### src/hw/ccsc_pkg.sv
// package for the codec clock-tree configuration block: register map, field layout,
// reset values, source codes and counts. assumes an 8-bit register port with 8-bit addresses.
package ccsc_pkg;

  // ==========================================================================
  // register offsets
  localparam logic [7:0] OFS_DIV_ENABLE   = 8'h45;
  localparam logic [7:0] OFS_CLKOUT_SRC   = 8'h46;
  localparam logic [7:0] OFS_CLOCK_OUTPUT_DIVIDE_VALUE   = 8'h47;
  localparam logic [7:0] OFS_CONV_CLK     = 8'h49;
  localparam logic [7:0] OFS_ADC_OVLD     = 8'h5b;

  // ==========================================================================
  // reset values and writable-bit masks (reserved bits store nothing, read zero)
  localparam logic [7:0] RST_DIV_ENABLE   = 8'h00;
  localparam logic [7:0] RST_CLKOUT_SRC   = 8'h00;
  localparam logic [7:0] RST_CLOCK_OUTPUT_DIVIDE_VALUE   = 8'h01;
  localparam logic [7:0] RST_CONV_CLK     = 8'h00;
  localparam logic [7:0] RST_ADC_OVLD     = 8'h00;
  localparam logic [7:0] MSK_DIV_ENABLE   = 8'h5f;
  localparam logic [7:0] MSK_CLKOUT_SRC   = 8'h07;
  localparam logic [7:0] MSK_CLOCK_OUTPUT_DIVIDE_VALUE   = 8'hff;
  localparam logic [7:0] MSK_CONV_CLK     = 8'hff;

  // ==========================================================================
  // divider enable register bit positions
  localparam int BIT_ADC_MOD_EN  = 6;
  localparam int BIT_DAC_MOD_EN  = 4;
  localparam int BIT_PRI_BCLK_EN = 3;
  localparam int BIT_SEC_BCLK_EN = 2;
  localparam int BIT_PRI_FS_EN   = 1;
  localparam int BIT_SEC_FS_EN   = 0;

  // clock output fields
  localparam int BIT_CLKOUT_EN   = 7;
  localparam int CLOCK_OUTPUT_DIVIDE_VALUE_W    = 7;
  localparam int CLKOUT_RATIO_W  = 8;
  localparam logic [7:0] CLKOUT_RATIO_ZERO = 8'h80;

  // converter clock fields
  localparam int BIT_FREQ_MODE_HI = 7;
  localparam int BIT_FREQ_MODE_LO = 6;
  localparam int BIT_SRC_AUTO_DIS = 5;
  localparam int BIT_SRC_MAN_SEL  = 4;
  localparam int BIT_EN_AUTO_DIS  = 3;
  localparam int BIT_MAN_EN       = 2;
  localparam int BIT_MAN_DIV_HI   = 1;
  localparam int BIT_MAN_DIV_LO   = 0;
  localparam int SAR_RATIO_W      = 4;
  localparam logic [1:0] FREQ_MODE_12M = 2'h3;

  // overload status fields
  localparam int BIT_OVLD_LATCH_LO = 6;
  localparam int BIT_OVLD_LIVE_LO  = 4;

  // ==========================================================================
  // clock output source codes; 6 and 7 are reserved and give a quiet source
  typedef enum logic [2:0] {
    CCSC_SRC_PLL   = 3'h0,
    CCSC_SRC_PBCLK = 3'h1,
    CCSC_SRC_SBCLK = 3'h2,
    CCSC_SRC_CONTROL_INTERFACE_CLOCK  = 3'h3,
    CCSC_SRC_OSC   = 3'h4,
    CCSC_SRC_DSP   = 3'h5
  } ccsc_src_t;

  // index of each synchronised source inside the tick vector
  localparam int NUM_SRC   = 7;
  localparam int IDX_AUDIO = 6;
  localparam int NUM_AUDIO_DIV = 6;
  localparam int NUM_AUTO_DIV  = 4;

endpackage

### src/hw/ccsc_sync.sv
// three-flop synchroniser with a rising-edge tick for one pin-level clock.
// assumes the sampled clock is slow enough against clk_sys to be seen as levels.
`timescale 1ns/1ps
module ccsc_sync
  import ccsc_pkg::*;
(
  input  wire logic clk_sys,   // system clock
  input  wire logic rst_n,     // synchronised reset, active low
  input  wire logic async_in,  // pin level from another domain
  output logic      rise_tick  // one-cycle pulse on an accepted rising edge
);

  logic s1_r;
  logic s2_r;
  logic s3_r;
  logic lvl_r;

  // s1 feeds only s2; a change counts once s2 and s3 agree
  always_ff @(posedge clk_sys or negedge rst_n)
  begin
    if (!rst_n)
    begin
      s1_r <= 1'b0;
      s2_r <= 1'b0;
      s3_r <= 1'b0;
    end
    else
    begin
      s1_r <= async_in;
      s2_r <= s1_r;
      s3_r <= s2_r;
    end
  end

  always_ff @(posedge clk_sys or negedge rst_n)
  begin
    if (!rst_n)
    begin
      lvl_r     <= 1'b0;
      rise_tick <= 1'b0;
    end
    else
    begin
      rise_tick <= (s2_r == s3_r) && s3_r && !lvl_r;
      if (s2_r == s3_r)
      begin
        lvl_r <= s3_r;
      end
    end
  end

endmodule

### src/hw/ccsc_divider.sv
// tick-counting clock divider: counts source ticks and forms a divided level and a
// period pulse, both from flops. assumes ratio is at least 1.
`timescale 1ns/1ps
module ccsc_divider #(
  parameter int RW = 10
) (
  input  wire logic          clk_sys,   // system clock
  input  wire logic          rst_n,     // synchronised reset, active low
  input  wire logic          enable,    // divider runs while high
  input  wire logic          tick,      // one pulse per source clock edge
  input  wire logic [RW-1:0] ratio,     // division ratio
  output logic               clk_out,   // divided clock level
  output logic               pulse_out  // one pulse per divided period
);

  logic [RW-1:0] cnt_r;
  logic [RW-1:0] cnt_nxt;
  logic [RW-1:0] high_len;

  always_comb
  begin
    high_len = ratio - (ratio >> 1);
    if (cnt_r >= ratio - {{(RW-1){1'b0}}, 1'b1})
      cnt_nxt = '0;
    else
      cnt_nxt = cnt_r + {{(RW-1){1'b0}}, 1'b1};
  end

  // disabled output sits low from a flop, so it never toggles or glitches
  // limitation: a ratio of 1 gives a steady high level, only the pulse carries the rate
  always_ff @(posedge clk_sys or negedge rst_n)
  begin
    if (!rst_n)
    begin
      cnt_r     <= '0;
      clk_out   <= 1'b0;
      pulse_out <= 1'b0;
    end
    else if (!enable)
    begin
      cnt_r     <= '0;
      clk_out   <= 1'b0;
      pulse_out <= 1'b0;
    end
    else
    begin
      pulse_out <= tick && (cnt_nxt == '0);
      if (tick)
      begin
        cnt_r   <= cnt_nxt;
        clk_out <= (cnt_nxt < high_len);
      end
    end
  end

endmodule

### src/hw/ccsc_top.sv
// clock-tree configuration of an audio codec: divider enables, general-purpose clock
// output and converter clock, set through an 8-bit register port.
// assumes source clocks arrive as pin levels no faster than clk_sys/4, each level held for at least two clk_sys cycles.
//
// Overview of operation
// - adc modulator divider runs only when bit6 set
// - dac modulator divider runs only when bit4 set
// - bit3/bit2 enable primary/secondary bitclock dividers
// - bit1/bit0 enable primary/secondary framesync dividers
// - 3-bit code selects clock output source
// - clock output divider runs while bit7 set
// - clock output divides by code, zero means 128
// - two-bit frequency mode; 12MHz needs manually selected oscillator source
// - source auto-selected while bit5 is zero
// - manual source: audio clock or internal oscillator
// - divider auto-enabled while bit3 is zero
// - manual enable bit ignored in auto mode
// - manual ratio 1,2,4,8, ignored in auto mode
// - read-only overload status at 0x5b, resets zero
// - adc/dac/bit-clock divide values ignored under automatic clock detection
`timescale 1ns/1ps
module ccsc_top
  import ccsc_pkg::*;
#(
  parameter int DIV_W = 10
) (
  input  wire logic             clk_sys,            // 10 MHz system clock
  input  wire logic             rstn,               // async reset, active low
  input  wire logic             reg_wr,             // register write strobe
  input  wire logic             reg_rd,             // register read strobe
  input  wire logic [7:0]       reg_addr,           // register address
  input  wire logic [7:0]       reg_wdata,          // write data
  output logic      [7:0]       reg_rdata,          // read data, one cycle after reg_rd
  input  wire logic             pll_clk_in,         // pll output clock
  input  wire logic             primary_bclk_in,    // primary port bit clock
  input  wire logic             secondary_bclk_in,  // secondary port bit clock
  input  wire logic             ctrl_clk_in,        // control interface clock
  input  wire logic             osc_clk_in,         // internal oscillator clock
  input  wire logic             dsp_clk_in,         // dsp clock
  input  wire logic             audio_clk_in,       // audio clock for adc/dac
  input  wire logic             auto_detect_en,     // automatic clock detection active
  input  wire logic [DIV_W-1:0] auto_ratio,         // ratio chosen by detection
  input  wire logic [DIV_W-1:0] adc_mod_div_value,  // adc modulator ratio
  input  wire logic [DIV_W-1:0] dac_mod_div_value,  // dac modulator ratio
  input  wire logic [DIV_W-1:0] pri_bclk_div_value, // primary bit-clock ratio
  input  wire logic [DIV_W-1:0] sec_bclk_div_value, // secondary bit-clock ratio
  input  wire logic [DIV_W-1:0] pri_fs_div_value,   // primary frame-sync ratio
  input  wire logic [DIV_W-1:0] sec_fs_div_value,   // secondary frame-sync ratio
  input  wire logic             sar_auto_src_osc,   // detection picks oscillator
  input  wire logic             sar_auto_enable,    // detection enables converter divider
  input  wire logic [1:0]       sar_auto_div_code,  // detection divider code
  input  wire logic [1:0]       ovld_event,         // overload pulses, ch1 bit1, ch2 bit0
  input  wire logic [1:0]       ovld_live,          // live overload levels
  output logic                  adc_mod_clk,        // adc modulator clock
  output logic                  dac_mod_clk,        // dac modulator clock
  output logic                  primary_bclk_out,   // primary bit clock
  output logic                  secondary_bclk_out, // secondary bit clock
  output logic                  primary_fsync_out,  // primary frame sync
  output logic                  secondary_fsync_out,// secondary frame sync
  output logic                  gp_clk_out,         // general-purpose clock output
  output logic                  sar_clk_out,        // converter clock
  output logic      [1:0]       sar_freq_mode,      // converter frequency mode
  output logic                  sar_src_is_osc,     // converter uses oscillator
  output logic                  sar_div_active,     // converter divider enabled
  output logic                  sar_mode_invalid    // 12MHz mode without manual oscillator select
);

  // ==========================================================================
  // reset release
  logic rst_meta_r;
  logic rst_n;

  always_ff @(posedge clk_sys or negedge rstn)
  begin
    if (!rstn)
    begin
      rst_meta_r <= 1'b0;
      rst_n      <= 1'b0;
    end
    else
    begin
      rst_meta_r <= 1'b1;
      rst_n      <= rst_meta_r;
    end
  end

  // ==========================================================================
  // helpers
  function automatic logic [CLKOUT_RATIO_W-1:0] clkout_ratio(input logic [6:0] code);
    if (code == '0)
      clkout_ratio = CLKOUT_RATIO_ZERO;
    else
      clkout_ratio = {1'b0, code};
  endfunction

  function automatic logic [SAR_RATIO_W-1:0] pow2_ratio(input logic [1:0] code);
    pow2_ratio = {{(SAR_RATIO_W-1){1'b0}}, 1'b1} << code;
  endfunction

  // ==========================================================================
  // registers
  logic [7:0] div_enable_r;
  logic [7:0] clkout_src_r;
  logic [7:0] clock_output_divide_value_r;
  logic [7:0] conv_clk_r;
  logic [1:0] ovld_latch_r;
  logic       rd_ovld;

  assign rd_ovld = reg_rd && (reg_addr == OFS_ADC_OVLD);

  // reserved bits are masked so they store nothing and read zero
  always_ff @(posedge clk_sys or negedge rst_n)
  begin
    if (!rst_n)
    begin
      div_enable_r <= RST_DIV_ENABLE;
      clkout_src_r <= RST_CLKOUT_SRC;
      clock_output_divide_value_r <= RST_CLOCK_OUTPUT_DIVIDE_VALUE;
      conv_clk_r   <= RST_CONV_CLK;
    end
    else if (reg_wr)
    begin
      case (reg_addr)
        OFS_DIV_ENABLE: div_enable_r <= reg_wdata & MSK_DIV_ENABLE;
        OFS_CLKOUT_SRC: clkout_src_r <= reg_wdata & MSK_CLKOUT_SRC;
        OFS_CLOCK_OUTPUT_DIVIDE_VALUE: clock_output_divide_value_r <= reg_wdata & MSK_CLOCK_OUTPUT_DIVIDE_VALUE;
        OFS_CONV_CLK:   conv_clk_r   <= reg_wdata & MSK_CONV_CLK;
        default:        ;
      endcase
    end
  end

  // latched overload flags clear on read; a new event in the same cycle wins
  always_ff @(posedge clk_sys or negedge rst_n)
  begin
    if (!rst_n)
      ovld_latch_r <= RST_ADC_OVLD[BIT_OVLD_LATCH_LO+1:BIT_OVLD_LATCH_LO];
    else
      ovld_latch_r <= (rd_ovld ? 2'h0 : ovld_latch_r) | ovld_event;
  end

  // writes to the status address are ignored
  always_ff @(posedge clk_sys or negedge rst_n)
  begin
    if (!rst_n)
      reg_rdata <= 8'h00;
    else if (reg_rd)
    begin
      case (reg_addr)
        OFS_DIV_ENABLE: reg_rdata <= div_enable_r;
        OFS_CLKOUT_SRC: reg_rdata <= clkout_src_r;
        OFS_CLOCK_OUTPUT_DIVIDE_VALUE: reg_rdata <= clock_output_divide_value_r;
        OFS_CONV_CLK:   reg_rdata <= conv_clk_r;
        OFS_ADC_OVLD:   reg_rdata <= {ovld_latch_r, ovld_live, 4'h0};
        default:        reg_rdata <= 8'h00;
      endcase
    end
  end

  // ==========================================================================
  // source clock synchronisers
  logic [NUM_SRC-1:0] src_in;
  logic [NUM_SRC-1:0] src_tick;

  assign src_in = {audio_clk_in, dsp_clk_in, osc_clk_in, ctrl_clk_in,
                   secondary_bclk_in, primary_bclk_in, pll_clk_in};

  for (genvar g = 0; g < NUM_SRC; g++)
  begin : g_sync
    ccsc_sync u_sync (
      .clk_sys   (clk_sys),
      .rst_n     (rst_n),
      .async_in  (src_in[g]),
      .rise_tick (src_tick[g])
    );
  end

  // ==========================================================================
  // audio dividers: adc, dac, primary/secondary bit clock, primary/secondary frame sync
  logic [NUM_AUDIO_DIV-1:0] aud_en;
  logic [DIV_W-1:0]         aud_man [NUM_AUDIO_DIV];
  logic [NUM_AUDIO_DIV-1:0] aud_clk;

  assign aud_en = {div_enable_r[BIT_ADC_MOD_EN],
                   div_enable_r[BIT_DAC_MOD_EN],
                   div_enable_r[BIT_PRI_BCLK_EN],
                   div_enable_r[BIT_SEC_BCLK_EN],
                   div_enable_r[BIT_PRI_FS_EN],
                   div_enable_r[BIT_SEC_FS_EN]};

  assign aud_man[5] = adc_mod_div_value;
  assign aud_man[4] = dac_mod_div_value;
  assign aud_man[3] = pri_bclk_div_value;
  assign aud_man[2] = sec_bclk_div_value;
  assign aud_man[1] = pri_fs_div_value;
  assign aud_man[0] = sec_fs_div_value;

  for (genvar g = 0; g < NUM_AUDIO_DIV; g++)
  begin : g_aud
    logic [DIV_W-1:0] ratio;
    // frame-sync dividers keep their own value; the rest follow detection
    assign ratio = (auto_detect_en && (g >= NUM_AUDIO_DIV - NUM_AUTO_DIV))
                   ? auto_ratio : aud_man[g];
    ccsc_divider #(.RW(DIV_W)) u_div (
      .clk_sys   (clk_sys),
      .rst_n     (rst_n),
      .enable    (aud_en[g]),
      .tick      (src_tick[IDX_AUDIO]),
      .ratio     (ratio),
      .clk_out   (aud_clk[g]),
      .pulse_out ()
    );
  end

  assign adc_mod_clk         = aud_clk[5];
  assign dac_mod_clk         = aud_clk[4];
  assign primary_bclk_out    = aud_clk[3];
  assign secondary_bclk_out  = aud_clk[2];
  assign primary_fsync_out   = aud_clk[1];
  assign secondary_fsync_out = aud_clk[0];

  // ==========================================================================
  // general-purpose clock output
  logic [2:0]                clkout_sel;
  logic                      clkout_tick;
  logic [CLKOUT_RATIO_W-1:0] clkout_ratio_w;

  assign clkout_sel     = clkout_src_r[2:0];
  assign clkout_ratio_w = clkout_ratio(clock_output_divide_value_r[CLOCK_OUTPUT_DIVIDE_VALUE_W-1:0]);

  always_comb
  begin
    case (clkout_sel)
      CCSC_SRC_PLL:   clkout_tick = src_tick[CCSC_SRC_PLL];
      CCSC_SRC_PBCLK: clkout_tick = src_tick[CCSC_SRC_PBCLK];
      CCSC_SRC_SBCLK: clkout_tick = src_tick[CCSC_SRC_SBCLK];
      CCSC_SRC_CONTROL_INTERFACE_CLOCK:  clkout_tick = src_tick[CCSC_SRC_CONTROL_INTERFACE_CLOCK];
      CCSC_SRC_OSC:   clkout_tick = src_tick[CCSC_SRC_OSC];
      CCSC_SRC_DSP:   clkout_tick = src_tick[CCSC_SRC_DSP];
      default:        clkout_tick = 1'b0; // reserved codes give no clock
    endcase
  end

  ccsc_divider #(.RW(CLKOUT_RATIO_W)) u_clkout (
    .clk_sys   (clk_sys),
    .rst_n     (rst_n),
    .enable    (clock_output_divide_value_r[BIT_CLKOUT_EN]),
    .tick      (clkout_tick),
    .ratio     (clkout_ratio_w),
    .clk_out   (gp_clk_out),
    .pulse_out ()
  );

  // ==========================================================================
  // converter clock
  logic                   sar_auto_src;
  logic                   sar_auto_en;
  logic [SAR_RATIO_W-1:0] sar_ratio;
  logic                   sar_tick;

  assign sar_auto_src = !conv_clk_r[BIT_SRC_AUTO_DIS];
  assign sar_auto_en  = !conv_clk_r[BIT_EN_AUTO_DIS];
  assign sar_ratio    = sar_auto_en ? pow2_ratio(sar_auto_div_code)
                        : pow2_ratio(conv_clk_r[BIT_MAN_DIV_HI:BIT_MAN_DIV_LO]);

  always_ff @(posedge clk_sys or negedge rst_n)
  begin
    if (!rst_n)
    begin
      sar_src_is_osc   <= 1'b0;
      sar_div_active   <= 1'b0;
      sar_freq_mode    <= 2'h0;
      sar_mode_invalid <= 1'b0;
    end
    else
    begin
      sar_src_is_osc <= sar_auto_src ? sar_auto_src_osc
                        : conv_clk_r[BIT_SRC_MAN_SEL];
      sar_div_active <= sar_auto_en ? sar_auto_enable
                        : conv_clk_r[BIT_MAN_EN];
      sar_freq_mode  <= conv_clk_r[BIT_FREQ_MODE_HI:BIT_FREQ_MODE_LO];
      // the fastest mode is only legal with the oscillator selected manually
      sar_mode_invalid <= (conv_clk_r[BIT_FREQ_MODE_HI:BIT_FREQ_MODE_LO] == FREQ_MODE_12M)
                          && (sar_auto_src || !conv_clk_r[BIT_SRC_MAN_SEL]);
    end
  end

  assign sar_tick = sar_src_is_osc ? src_tick[CCSC_SRC_OSC] : src_tick[IDX_AUDIO];

  ccsc_divider #(.RW(SAR_RATIO_W)) u_sar (
    .clk_sys   (clk_sys),
    .rst_n     (rst_n),
    .enable    (sar_div_active),
    .tick      (sar_tick),
    .ratio     (sar_ratio),
    .clk_out   (sar_clk_out),
    .pulse_out ()
  );
endmodule

### config.mk
export PLATFORM = sky130hd
export DESIGN_NAME = ccsc_top
export DESIGN_NICKNAME = d
export VERILOG_FILES = /design/src/hw/ccsc_pkg.sv /design/src/hw/ccsc_sync.sv /design/src/hw/ccsc_divider.sv /design/src/hw/ccsc_top.sv
export SDC_FILE = /design/constraint.sdc
export NUM_CORES = 1
export LEC_CHECK = 0
export BUFFER_PORTS_ARGS = -buffer_cell sky130_fd_sc_hd__buf_2
export CAP_MARGIN = 20
export CORE_MARGIN = 2
export CORE_UTILIZATION = 60
export DETAILED_ROUTE_END_ITERATION = 10
export GPL_TIMING_DRIVEN = 0
export PLACE_DENSITY = 0.79
export SYNTH_ARGS = -nofsm -noshare
export SYNTH_HDL_FRONTEND = slang
export SYNTH_HIERARCHICAL = 1
export SYNTH_SLANG_ARGS = --single-unit
### constraint.sdc
create_clock -name clk_sys -period 7.1 [get_ports clk_sys]
set_input_delay 1.42 -clock clk_sys [delete_from_list [all_inputs] [get_ports clk_sys]]
set_output_delay 1.42 -clock clk_sys [all_outputs]
set_load 0.05 [all_outputs]
==> impl_metrics.toml <==
[layout]
syn_to_final_growth_pct = 10.38
fin_nets = 2490
n_antenna_cell = 0
fin_cells = 2469
drive_above_1_share_pct = 16.36

[timing]
tns_ns = 0
hold_slack_ns = 0.2824
period_needed_ns = 6.067
period_share_pct = 85.44
slew_headroom_pct = 29.72
fmax_ghz = 0.1648
rsz0062_at_grt = "false"
clock_skew_ns = 0.01662
hold_violations = 0
drv_slew = 0
setup_viol = 0
max_slew.worst_pin.slew_ns = 1.054

[power]
power_frac_clock_pct = 35.1
p_sw_share_pct = 35.53
power-per-cell-area_nw_per_um2 = 147.7
internal_power_mw = 1.808
power_frac_seq_pct = 33.9
cellLeakagePower_nw = 9.252
p_sw_uw = 996.4
ir_drop_v = 0.0001594
share_comb_of_total_power_pct = 31.1
total_power_mw = 2.804

[global_routing]
grt_antenna_before_repair = 0
overflow = 0
grt_first_pass_wirelength_um = 66640
grt_max_degree = 71
grt_usage_pct = 26.29
grt_pass1_vias = 14249

[floorplan]
die_y_um = 173.3
die_w_um = 173.3
placementRows = 61
core_um2 = 28010
io_pins = 127
dieArea_um2 = 30040
initial_core_util_pct = 61.41

[clocking]
cts.htree.levels = 4
cts_buffer_depth = 2
postCtsSetupBuffers = 0
root_buffer = "clkbuf_16"
cts_resized = 0
clkLatencyLatePin_ns = 0.43
postCtsHoldBufs = 0
cts_tree = "built"
clk_transition_reported_paths_ns = 0.08
cts_sinks = 157
numCtsBuffers = 17

[critical_path]
timing_worst_setup_path_type = "input port to register"
r2r_slack_ns = 2.87
cp-end-kind = "register"
rr_endpoint = "u_clkout/clk_out"
crit_required_ns = 7.44
r2r-start = "clock_output_divide_value_r[2]"
start_kind = "input port"
worstRegToRegCells = 15
cp_data_arrival_time_ns = 6.41
critPathMaxFanout = 10

[place]
dp_hpwl_um = 31330
gp_congestion = 0.9121
io_buffer_count = 123
dp.cells = 2437

[route]
drc = 0
routed_wl_um = 39620
ant_nets = 0
via_per_inst = 5.704
firstDrtPassIters = 5
vias = 14083
drtIter0Drc = 710
wl_per_cell_um = 16.04

[hold_path]
hp-class = "register to async pin"

[synth]
syn_area_um2 = 17200
mappedNetlistNets = 2346
syn_area_per_cell_um2 = 8.894
yosysWarnings = 6
synth_cells = 1934

[status]
status = "completed"

[flow_run]
cap_violations = 0
==> state kept, by name (all words and copies together), names as in the netlist, 8 cells and up <==
register                     count
clock_output_divide_value_r      8
conv_clk_r                       8
g_aud.u_div/cnt_r               60
reg_rdata                        8
u_clkout/cnt_r                   8
==> how the worst max path moves through the flow <==
stage | from | end | slack (ns) | cells past startpoint
6_report | auto_detect_en | g_aud[4].u_div/clk_out | 1.03 | 23
5_1_grt | auto_detect_en | g_aud[4].u_div/clk_out | 0.76 | 23
3_5_place_dp | auto_detect_en | g_aud[2].u_div/clk_out | 0.76 | 22
4_1_cts | auto_detect_en | g_aud[4].u_div/clk_out | 1.16 | 23
3_3_place_gp | rst_n | g_aud[2].u_div/cnt_r[7] | 0.59 | 0
2_1_floorplan | auto_detect_en | g_aud[3].u_div/clk_out | 1.68 | 23
==> layout by cell type (no fill, tap or decap), types with 8 or more instances in the layout <==
master       n
mux2_2      32
and3_1       9
clkbuf_1    34
a21boi_0    11
buf_4        9
a211oi_1    11
nand3_1     77
nor2_1     123
inv_1      194
a21oi_1     62
nand2b_1    34
nand4_1     25
o22ai_1     11
dfrtp_1    155
buf_2      155
o21bai_1    12
fa_1         8
xor2_1      42
a221oi_1    11
o31ai_1     13
a21oi_4      8
nor2b_1     23
xnor2_1    141
nor3_1      34
and4_1       8
clkbuf_16   17
nor3b_1     40
mux2i_1     11
ha_1       298
a21o_1      16
o21ai_0     91
and3b_2      8
nor4b_2      9
nand2_1    138
==> power groups by stage <==
stage	Clock (mW)	Combinational [mW]	Sequential, mW
global route	1.04	0.977	0.954
detailed placement	0	0.855	0.967
CTS	1.01	0.865	0.950
floorplan	0	0.630	0.975
global placement	0	0.797	0.979
finish	0.983	0.871	0.950
==> worst max-delay path, cell delays in order <==
cell and delay, ns:
clkbuf_1 0.28, nand2_1 0.33, o21ai_0 0.33, inv_1 0.17, ha_1 0.25, nand2_1 0.07, nand2_1 0.08, a21boi_0 0.45
nand3_1 0.19, xnor2_1 0.17, ha_1 0.21, a2111oi_2 0.39, o21ai_1 0.17, a21oi_4 0.22, a21boi_2 0.12, buf_6 0.15
nor2_1 0.10, ha_1 0.25, a21o_1 0.17, a21o_1 0.17, a221oi_1 0.30, o211a_1 0.22, a2bb2oi_1 0.18
==> per-layer routing <==
layer / vias up / wire [um] / GRT usage (%) / share of wire (%)
li1: 7052 / - / - / -
met1: 6722 / 18340 / 34.24 / 46
met2: 259 / 19190 / 46.03 / 48
met3: 50 / 1361 / 3.355 / 3.4
met4: 0 / 717 / 6.921 / 1.8
met5: - / 0 / 0 / 0
==> stage by stage <==
| stage | utilization, % | setup slack [ns] | cell area [um2] |
|---|---|---|---|
| 2_1_floorplan | - | 1.678 | 17200 |
| 3_3_place_gp | 65.30 | 0.5944 | 18290 |
| 3_5_place_dp | 65.51 | 0.7590 | 18350 |
| 4_1_cts | 67.78 | 1.157 | 18990 |
| 5_1_grt | 67.78 | 0.7575 | 18990 |
| 6_report | 67.78 | 1.033 | 18990 |
==> area by class of cell <==
| cell class | count | area [um2] |
|---|---|---|
| buffer | 86 | 431.7 |
| clock buffer | 17 | 425.4 |
| clock inverter | 15 | 212.7 |
| fill | 2281 | 9024 |
| inverter | 194 | 728.2 |
| multi-input combinational | 1497 | 12110 |
| sequential | 157 | 3934 |
| tap | 378 | 473.0 |
| timing repair buffer | 125 | 670.6 |
Power figures use the tool's default switching activity.
